File: src/common/clm_pkg.sv
// Shared constants and types of the clock and low-power controller.
// Assumes one 100 MHz core clock; oscillators arrive as free-running pin levels.
package clm_pkg;
    // Oscillator source codes
    localparam logic [1:0] SRC_EXT_FAST = 2'h0; // ext_fast_crystal, 1 to 16 MHz
    localparam logic [1:0] SRC_INT_FAST = 2'h1; // int_fast_rc, 16 MHz
    localparam logic [1:0] SRC_EXT_SLOW = 2'h2; // ext_slow_crystal, 32.768 kHz
    localparam logic [1:0] SRC_INT_SLOW = 2'h3; // int_slow_rc, 38 kHz
    localparam int NUM_SRC = 4;

    // Prescaler: ratio is two to the power of the exponent
    localparam int PRESC_W = 3;
    localparam logic [PRESC_W-1:0] PRESC_RESET = 3'h3; // divide by 8
    localparam int CNT_W = 7;

    // Clock failure monitor timing
    localparam int CLK_PERIOD_NS = 10;
    localparam int FAIL_TIMEOUT_NS = 1000;
    localparam int FAIL_TIMEOUT_CYC = FAIL_TIMEOUT_NS / CLK_PERIOD_NS;
    localparam int FAIL_CNT_W = 8;

    localparam int NUM_PERIPH = 8;

    // Low-power modes, one-hot
    typedef enum logic [6:0] {
        LP_RUN         = 7'h01,
        LP_WAIT_IRQ    = 7'h02,
        LP_WAIT_EVENT  = 7'h04,
        LP_LOW_RUN     = 7'h08,
        LP_LOW_WAIT    = 7'h10,
        LP_HALT        = 7'h20,
        LP_ACTIVE_HALT = 7'h40
    } clm_lp_t;

    // Source switch sequencer
    typedef enum logic [2:0] {
        SW_IDLE = 3'h1,
        SW_PARK = 3'h2,
        SW_SWAP = 3'h4
    } clm_sw_t;
endpackage : clm_pkg

File: src/rtl/clm_div.sv
// Power-of-two clock divider counting source edges.
// Assumes tick_i is a one-cycle pulse on every source edge, same clock.
`timescale 1ns/1ps
`default_nettype none
module clm_div
    import clm_pkg::*;
(
    input wire logic core_clk_i,
    input wire logic reset_i,
    input wire logic tick_i,
    input wire logic park_i,
    input wire logic restart_i,
    input wire logic [PRESC_W-1:0] exp_i,
    output logic div_o
);
    localparam logic [7:0] ONE8 = 8'h01;
    logic [CNT_W-1:0] cnt_q, cnt_d, lim;
    logic div_q, div_d;

    // Half-period length in source edges, less one
    assign lim = CNT_W'((ONE8 << exp_i) - ONE8);

    // Next count and output level
    always_comb begin
        cnt_d = cnt_q;
        div_d = div_q;
        if (restart_i) begin
            cnt_d = '0;
            div_d = 1'b0;
        end else if (park_i && !div_q) begin
            cnt_d = '0; // hold low while parked
        end else if (tick_i) begin
            if (cnt_q >= lim) begin
                cnt_d = '0;
                div_d = ~div_q;
            end else begin
                cnt_d = CNT_W'(cnt_q + 1'b1);
            end
        end
    end

    // Registers
    always_ff @(posedge core_clk_i) begin
        if (reset_i) begin
            cnt_q <= '0;
            div_q <= 1'b0;
        end else begin
            cnt_q <= cnt_d;
            div_q <= div_d;
        end
    end

    assign div_o = div_q;
endmodule : clm_div
`default_nettype wire

File: src/rtl/clm_top.sv
// Clock source selection, prescaling, gating and low-power controls.
// Assumes oscillator pins are asynchronous levels well below 50 MHz.
`timescale 1ns/1ps
`default_nettype none
module clm_top
    import clm_pkg::*;
(
    input wire logic core_clk_i,
    input wire logic reset_i,
    input wire logic osc_ext_fast_i,
    input wire logic osc_int_fast_i,
    input wire logic osc_ext_slow_i,
    input wire logic osc_int_slow_i,
    input wire logic cfg_wr_i,
    input wire logic [1:0] cfg_src_i,
    input wire logic [PRESC_W-1:0] cfg_presc_i,
    input wire logic monitor_en_i,
    input wire logic fail_clear_i,
    input wire clm_lp_t lp_mode_i,
    input wire logic core_gate_en_i,
    input wire logic [NUM_PERIPH-1:0] periph_gate_en_i,
    input wire logic mem_gate_en_i,
    input wire logic [1:0] rtc_src_i,
    input wire logic clkout_en_i,
    input wire logic [1:0] clkout_src_i,
    input wire logic [PRESC_W-1:0] clkout_presc_i,
    input wire logic vref_auto_off_i,
    output logic core_root_clock_o,
    output logic cpu_clock_o,
    output logic [NUM_PERIPH-1:0] periph_clock_o,
    output logic mem_clock_o,
    output logic rtc_clock_o,
    output logic clock_out_pin_o,
    output logic main_regulator_mode_o,
    output logic lowpower_regulator_mode_o,
    output logic vref_on_o,
    output logic brownout_detector_en_o,
    output logic fail_flag_o,
    output logic [1:0] active_src_o,
    output logic switch_busy_o
);
    // Pick one bit by source code
    function automatic logic pick(input logic [NUM_SRC-1:0] v, input logic [1:0] s);
        pick = v[s];
    endfunction : pick

    logic [NUM_SRC-1:0] osc_raw, sync1_q, sync2_q, sync3_q, edge_w;
    logic [1:0] active_q, active_d, target_q, target_d;
    logic [PRESC_W-1:0] presc_q, presc_d;
    clm_sw_t sw_q, sw_d;
    logic [FAIL_CNT_W-1:0] mon_q, mon_d;
    logic flag_q, flag_d, fail_evt, root_div, out_div, park, restart;
    logic cpu_q, cpu_d, mem_q, mem_d, rtc_q, rtc_d;
    logic [NUM_PERIPH-1:0] per_q, per_d;
    logic mreg_q, mreg_d, vref_q, vref_d;

    assign osc_raw = {osc_int_slow_i, osc_ext_slow_i, osc_int_fast_i, osc_ext_fast_i};

    // Oscillator synchronisers plus edge stage
    always_ff @(posedge core_clk_i) begin
        if (reset_i) begin
            sync1_q <= '0;
            sync2_q <= '0;
            sync3_q <= '0;
        end else begin
            sync1_q <= osc_raw;
            sync2_q <= sync1_q;
            sync3_q <= sync2_q;
        end
    end
    assign edge_w = sync2_q ^ sync3_q;

    // Failure monitor: cycles since last fast crystal edge
    always_comb begin
        mon_d = mon_q;
        if (edge_w[SRC_EXT_FAST] || !monitor_en_i) begin
            mon_d = '0;
        end else if (mon_q < FAIL_CNT_W'(FAIL_TIMEOUT_CYC)) begin
            mon_d = FAIL_CNT_W'(mon_q + 1'b1);
        end
    end
    assign fail_evt = monitor_en_i && (mon_q == FAIL_CNT_W'(FAIL_TIMEOUT_CYC));

    // Configuration, sequencer and failure flag
    always_comb begin
        target_d = target_q;
        presc_d = presc_q;
        active_d = active_q;
        sw_d = sw_q;
        flag_d = flag_q;
        park = 1'b0;
        restart = 1'b0;
        if (cfg_wr_i) begin
            target_d = cfg_src_i;
            presc_d = cfg_presc_i;
        end
        if (fail_clear_i) begin
            flag_d = 1'b0;
        end
        unique case (sw_q)
            SW_IDLE: begin
                if (fail_evt && active_q == SRC_EXT_FAST) begin
                    // Dead source gives no edge to park on, cut over at once
                    active_d = SRC_INT_FAST;
                    target_d = SRC_INT_FAST;
                    flag_d = 1'b1; // set wins over clear
                    restart = 1'b1;
                end else if (target_q != active_q) begin
                    sw_d = SW_PARK;
                end
            end
            SW_PARK: begin
                park = 1'b1;
                if (!root_div) begin
                    sw_d = SW_SWAP;
                end
            end
            SW_SWAP: begin
                park = 1'b1;
                active_d = target_q;
                sw_d = SW_IDLE;
            end
        endcase
    end

    always_ff @(posedge core_clk_i) begin
        if (reset_i) begin
            target_q <= SRC_INT_FAST;
            active_q <= SRC_INT_FAST;
            presc_q <= PRESC_RESET;
            sw_q <= SW_IDLE;
            mon_q <= '0;
            flag_q <= 1'b0;
        end else begin
            target_q <= target_d;
            active_q <= active_d;
            presc_q <= presc_d;
            sw_q <= sw_d;
            mon_q <= mon_d;
            flag_q <= flag_d;
        end
    end

    // Root clock divider
    clm_div u_root_div (
        .core_clk_i(core_clk_i),
        .reset_i(reset_i),
        .tick_i(pick(edge_w, active_q)),
        .park_i(park),
        .restart_i(restart),
        .exp_i(presc_q),
        .div_o(root_div)
    );

    // Clock output pin divider
    clm_div u_out_div (
        .core_clk_i(core_clk_i),
        .reset_i(reset_i),
        .tick_i(pick(edge_w, clkout_src_i)),
        .park_i(1'b0),
        .restart_i(!clkout_en_i),
        .exp_i(clkout_presc_i),
        .div_o(out_div)
    );

    // Mode-dependent gating and regulator controls
    always_comb begin
        logic run_like, per_mode;
        run_like = (lp_mode_i == LP_RUN) || (lp_mode_i == LP_LOW_RUN);
        per_mode = (lp_mode_i != LP_HALT) && (lp_mode_i != LP_ACTIVE_HALT);
        cpu_d = root_div && core_gate_en_i && run_like;
        per_d = {NUM_PERIPH{root_div && per_mode}} & periph_gate_en_i;
        // Regulator choice first, the memory gate reads it
        mreg_d = (lp_mode_i == LP_RUN) || (lp_mode_i == LP_WAIT_IRQ)
            || (lp_mode_i == LP_WAIT_EVENT);
        // Memory runs only on the main regulator
        mem_d = root_div && mem_gate_en_i && mreg_d;
        rtc_d = pick(sync3_q, rtc_src_i) && (lp_mode_i != LP_HALT);
        vref_d = !((lp_mode_i == LP_HALT) && vref_auto_off_i);
    end

    always_ff @(posedge core_clk_i) begin
        if (reset_i) begin
            cpu_q <= 1'b0;
            per_q <= '0;
            mem_q <= 1'b0;
            rtc_q <= 1'b0;
            mreg_q <= 1'b1;
            vref_q <= 1'b1;
        end else begin
            cpu_q <= cpu_d;
            per_q <= per_d;
            mem_q <= mem_d;
            rtc_q <= rtc_d;
            mreg_q <= mreg_d;
            vref_q <= vref_d;
        end
    end

    assign core_root_clock_o = root_div;
    assign cpu_clock_o = cpu_q;
    assign periph_clock_o = per_q;
    assign mem_clock_o = mem_q;
    assign rtc_clock_o = rtc_q;
    assign clock_out_pin_o = out_div;
    assign main_regulator_mode_o = mreg_q;
    assign lowpower_regulator_mode_o = !mreg_q;
    assign vref_on_o = vref_q;
    assign brownout_detector_en_o = vref_q;
    assign fail_flag_o = flag_q;
    assign active_src_o = active_q;
    assign switch_busy_o = (sw_q != SW_IDLE);
endmodule : clm_top
`default_nettype wire

File: config.mk
export PLATFORM = sky130hd
export DESIGN_NAME = clm_top
export DESIGN_NICKNAME = d
export VERILOG_FILES = /design/src/common/clm_pkg.sv /design/src/rtl/clm_div.sv /design/src/rtl/clm_top.sv
export SDC_FILE = /design/constraint.sdc
export NUM_CORES = 1
export LEC_CHECK = 0
export BUFFER_PORTS_ARGS = -buffer_cell sky130_fd_sc_hd__buf_2
export CAP_MARGIN = 15
export CORE_MARGIN = 3
export CORE_UTILIZATION = 55
export CTS_CLUSTER_SIZE = 25
export DETAILED_ROUTE_END_ITERATION = 12
export PLACE_DENSITY = 0.8
export SYNTH_ARGS = -nofsm -noshare
export SYNTH_HDL_FRONTEND = slang
export SYNTH_SLANG_ARGS = --single-unit
export TNS_END_PERCENT = 10
File: constraint.sdc
create_clock -name core_clk_i -period 3.3 [get_ports core_clk_i]
set_input_delay 0.165 -clock core_clk_i [delete_from_list [all_inputs] [get_ports core_clk_i]]
set_output_delay 0.165 -clock core_clk_i [all_outputs]
set_load 0.03 [all_outputs]
==> results.json <==
{
  "crit_type": "reg2reg",
  "rows": 26,
  "place.detailed.hpwl_um": 4840,
  "cts_tree": "built",
  "synth_compound_area_share_pct": 15.9,
  "critical_path_required_ns": 3.57,
  "gp_congestion": 0.795,
  "cts-root-buf": "clkbuf_8",
  "crit_path_max_incr_delay_ns": 0.43,
  "power.density_nw_per_um2": 427,
  "core_sq_um": 5240,
  "dr.pass1.iters": 4,
  "die_area_sq_um": 6500,
  "final.setup.worst_slack_ns": 0.183,
  "nFillCells": 427,
  "final_util_pct": 68.4,
  "synth-simple-area-share_pct": 24.7,
  "synth_top_flop_cell": "dfxtp_1",
  "hold_viol": 0,
  "synth_top_family_by_area": "simple AND/OR/NAND/NOR gates",
  "peakVddDrop_mv": 0.349,
  "synth_area_leaders": "dfxtp_1 39%, ha_1 8.2%, nor2b_1 4.9%, nand2_1 3.6%, o21ai_0 3.3%",
  "cp-start-kind": "flop",
  "drive_above_1_share_pct": 19.8,
  "async_reset_ff_share_pct": 0,
  "cts_buffer_depth": 2,
  "grt_remaining_overflow": 0,
  "syn_inst": 345,
  "grt_max_degree": 24,
  "max_slew_margin_pct": 55.4,
  "final-instance-count-excl-fill": 480,
  "diodes": 0,
  "grt_pass1_vias": 2589,
  "die_x_um": 80.6,
  "cts_resized": 0,
  "yosys.cell_count.top_type": "dfxtp_1",
  "rsz0062_at_grt": "no",
  "whs_ns": 0.0153,
  "synthTopCellsByCount": "60 x dfxtp_1, 29 x nand2_1, 24 x nor2_1, 24 x nor2b_1",
  "leakage_nw": 1.53,
  "crit_path_top_delay_cell": "a21oi_1",
  "worstMarginPinSlew_ns": 0.666,
  "skew_ns": 0.00816,
  "die_h_um": 80.6,
  "io_pins": 61,
  "max_cap_viol_count": 0,
  "syn-num-nets": 405,
  "outcome": "finished, final reports clean",
  "final_max_slew_viol_count": 0,
  "antenna_found_initial": 0,
  "yosysWarnings": 0,
  "dp.cells": 466,
  "synth.area.mux_share_pct": 3.84,
  "synth-seq-cells": 60,
  "cts_setup_buffers": 0,
  "routed_via_density": 5.61,
  "io_buffers": 60,
  "wire_per_inst_um": 13.5,
  "drc": 0,
  "fin_area_sq_um": 3580,
  "placed_area_sq_um": 3410,
  "fmax_mhz": 321,
  "period_share_pct": 94.4,
  "clock_sinks": 60,
  "start_util_pct": 58.5,
  "synth.cell_area_sq_um": 3060,
  "yosysSeqAreaShare_pct": 39.2,
  "setup_tns_ns": 0,
  "syn_avg_cell_area_sq_um": 8.88,
  "synth_top_area_share_pct": 39.2,
  "yosysTopAreaCell": "dfxtp_1",
  "final_nets": 467,
  "detail_route.wirelength_um": 6480,
  "grt_pass1_wl_um": 11300,
  "crit_path_end_kind": "flop",
  "synth_cell_type_count": 39,
  "first_iter_violations": 166,
  "power_mw": 1.53,
  "cts_hold_buf": 0,
  "synth_adder_area_share_pct": 8.17,
  "insertion_delay_ns": 0.34,
  "dp_slack_ns": 0.186,
  "cts_buffers": 9,
  "areaGrowthSynthToFinish_pct": 17.0,
  "synth_xor_area_share_pct": 5.15,
  "htreeDepth": 3,
  "path_clk_slew_ns": 0.07,
  "crit_chain": "or3_1 > ha_1 > nor3_1 > a21o_1 > a21oi_1 > ha_1 > a21o_1 > a211o_1 > a21oi_1 > o211ai_1 > a31oi_1",
  "crit_arrival_ns": 3.38,
  "worstPathMaxFanout": 8,
  "grt.total_usage_pct": 22.1,
  "vias": 2694,
  "synth_edf_count": 0,
  "ant_nets": 0,
  "setup_viol": 0,
  "fin_crit_ns": 3.12,
  "hold_class": "in2reg"
}
-- cell families after synthesis --
| group | after synthesis |
|---|---|
| multiplexers | 8 |
| AO/OA/AOI/OAI | 74 |
| adder cells (fa/ha/maj) | 20 |
| buffers and inverters | 22 |
| XOR/XNOR | 18 |
| AND/OR/NAND/NOR | 143 |
| flip-flops | 60 |
-- flip-flops by register name, summed over array words and instances, names as in the netlist --
register,cells
rtc_clock_o,1
mem_clock_o,1
sync2_q,4
sync1_q,4
main_regulator_mode_o,1
u_root_div.div_o,1
sync3_q,4
u_out_div.div_o,1
target_q,2
sw_q,3
active_src_o,2
u_root_div.cnt_q,7
periph_clock_o,8
mon_q,8
fail_flag_o,1
u_out_div.cnt_q,7
brownout_detector_en_o,1
presc_q,3
cpu_clock_o,1
-- area by class of cell --
| class | count | area [sq um] | area share, % |
|---|---|---|---|
| clock buffers | 12 | 165 | 4.61 |
| clock inverters | 2 | 10.0 | 0.279 |
| inverters | 12 | 45.0 | 1.26 |
| multi-input cells | 263 | 1770 | 49.3 |
| flip-flops and latches | 60 | 1200 | 33.5 |
| well taps | 70 | 87.6 | 2.44 |
| repair buffers | 61 | 308 | 8.59 |
-- worst max-delay path: cells and delay by family, from the launching register on --
| kind | cells | cell delay (ns) |
|---|---|---|
| AOI/OAI and AO/OA | 7 | 1.46 |
| adders and majority gates | 2 | 0.57 |
| DFF | 1 | 0.36 |
| and+or+nand+nor | 2 | 0.63 |
-- metal layers --
metal / up-vias / wire length (um) / GRT usage, %
li1: 1359 / - / -
met1: 1229 / 2900 / 26.9
met2: 93 / 2980 / 36.1
met3: 13 / 504 / 7.17
met4: 0 / 93 / 8.11
met5: - / 0 / 0
-- where the power goes --
group / switching (mW) / internal, mW
sequential: 0.0188 / 0.743
combinational: 0.103 / 0.0769
clock: 0.265 / 0.323
-- path summary, 6_finish.rpt --
path,start,slack (ns),cells past startpoint,to
worst max-delay path,presc_q[0]$_SDFFE_PP1P_,0.18,11,u_root_div.cnt_q[3]$_SDFFE_PP0P_
worst min register to register,sync1_q[2]$_SDFF_PP0_,0.44,1,sync2_q[2]$_SDFF_PP0_
worst min-delay path,vref_auto_off_i,0.02,2,brownout_detector_en_o$_SDFF_PP1_
worst max register to register,presc_q[0]$_SDFFE_PP1P_,0.18,11,u_root_div.cnt_q[3]$_SDFFE_PP0P_
-- cells in the final DEF (no fill, tap or decap), types with 2 or more instances in the layout --
master and instances:
o21ai_0 20, and3_1 5, o31ai_1 3, clkbuf_8 12, clkinv_2 2, mux2i_1 5, or2_2 2, xnor2_1 11
a221o_1 3, buf_2 60, dfxtp_1 60, a21oi_1 16, nand2_1 29, ha_1 20, nand3_1 13, a21o_1 3
or3_1 4, nor4_1 4, inv_1 12, o211ai_1 11, nand2b_1 3, a41oi_1 2, nor3_1 10, nor2b_1 24
nor3b_1 7, nor2_1 24, a31oi_1 6, or4_1 2, mux4_2 3, nor4b_1 2, a211o_1 4, xor2_1 7
a2111oi_0 3, and2_1 12
Note: power is estimated with default switching activity, not from simulation.
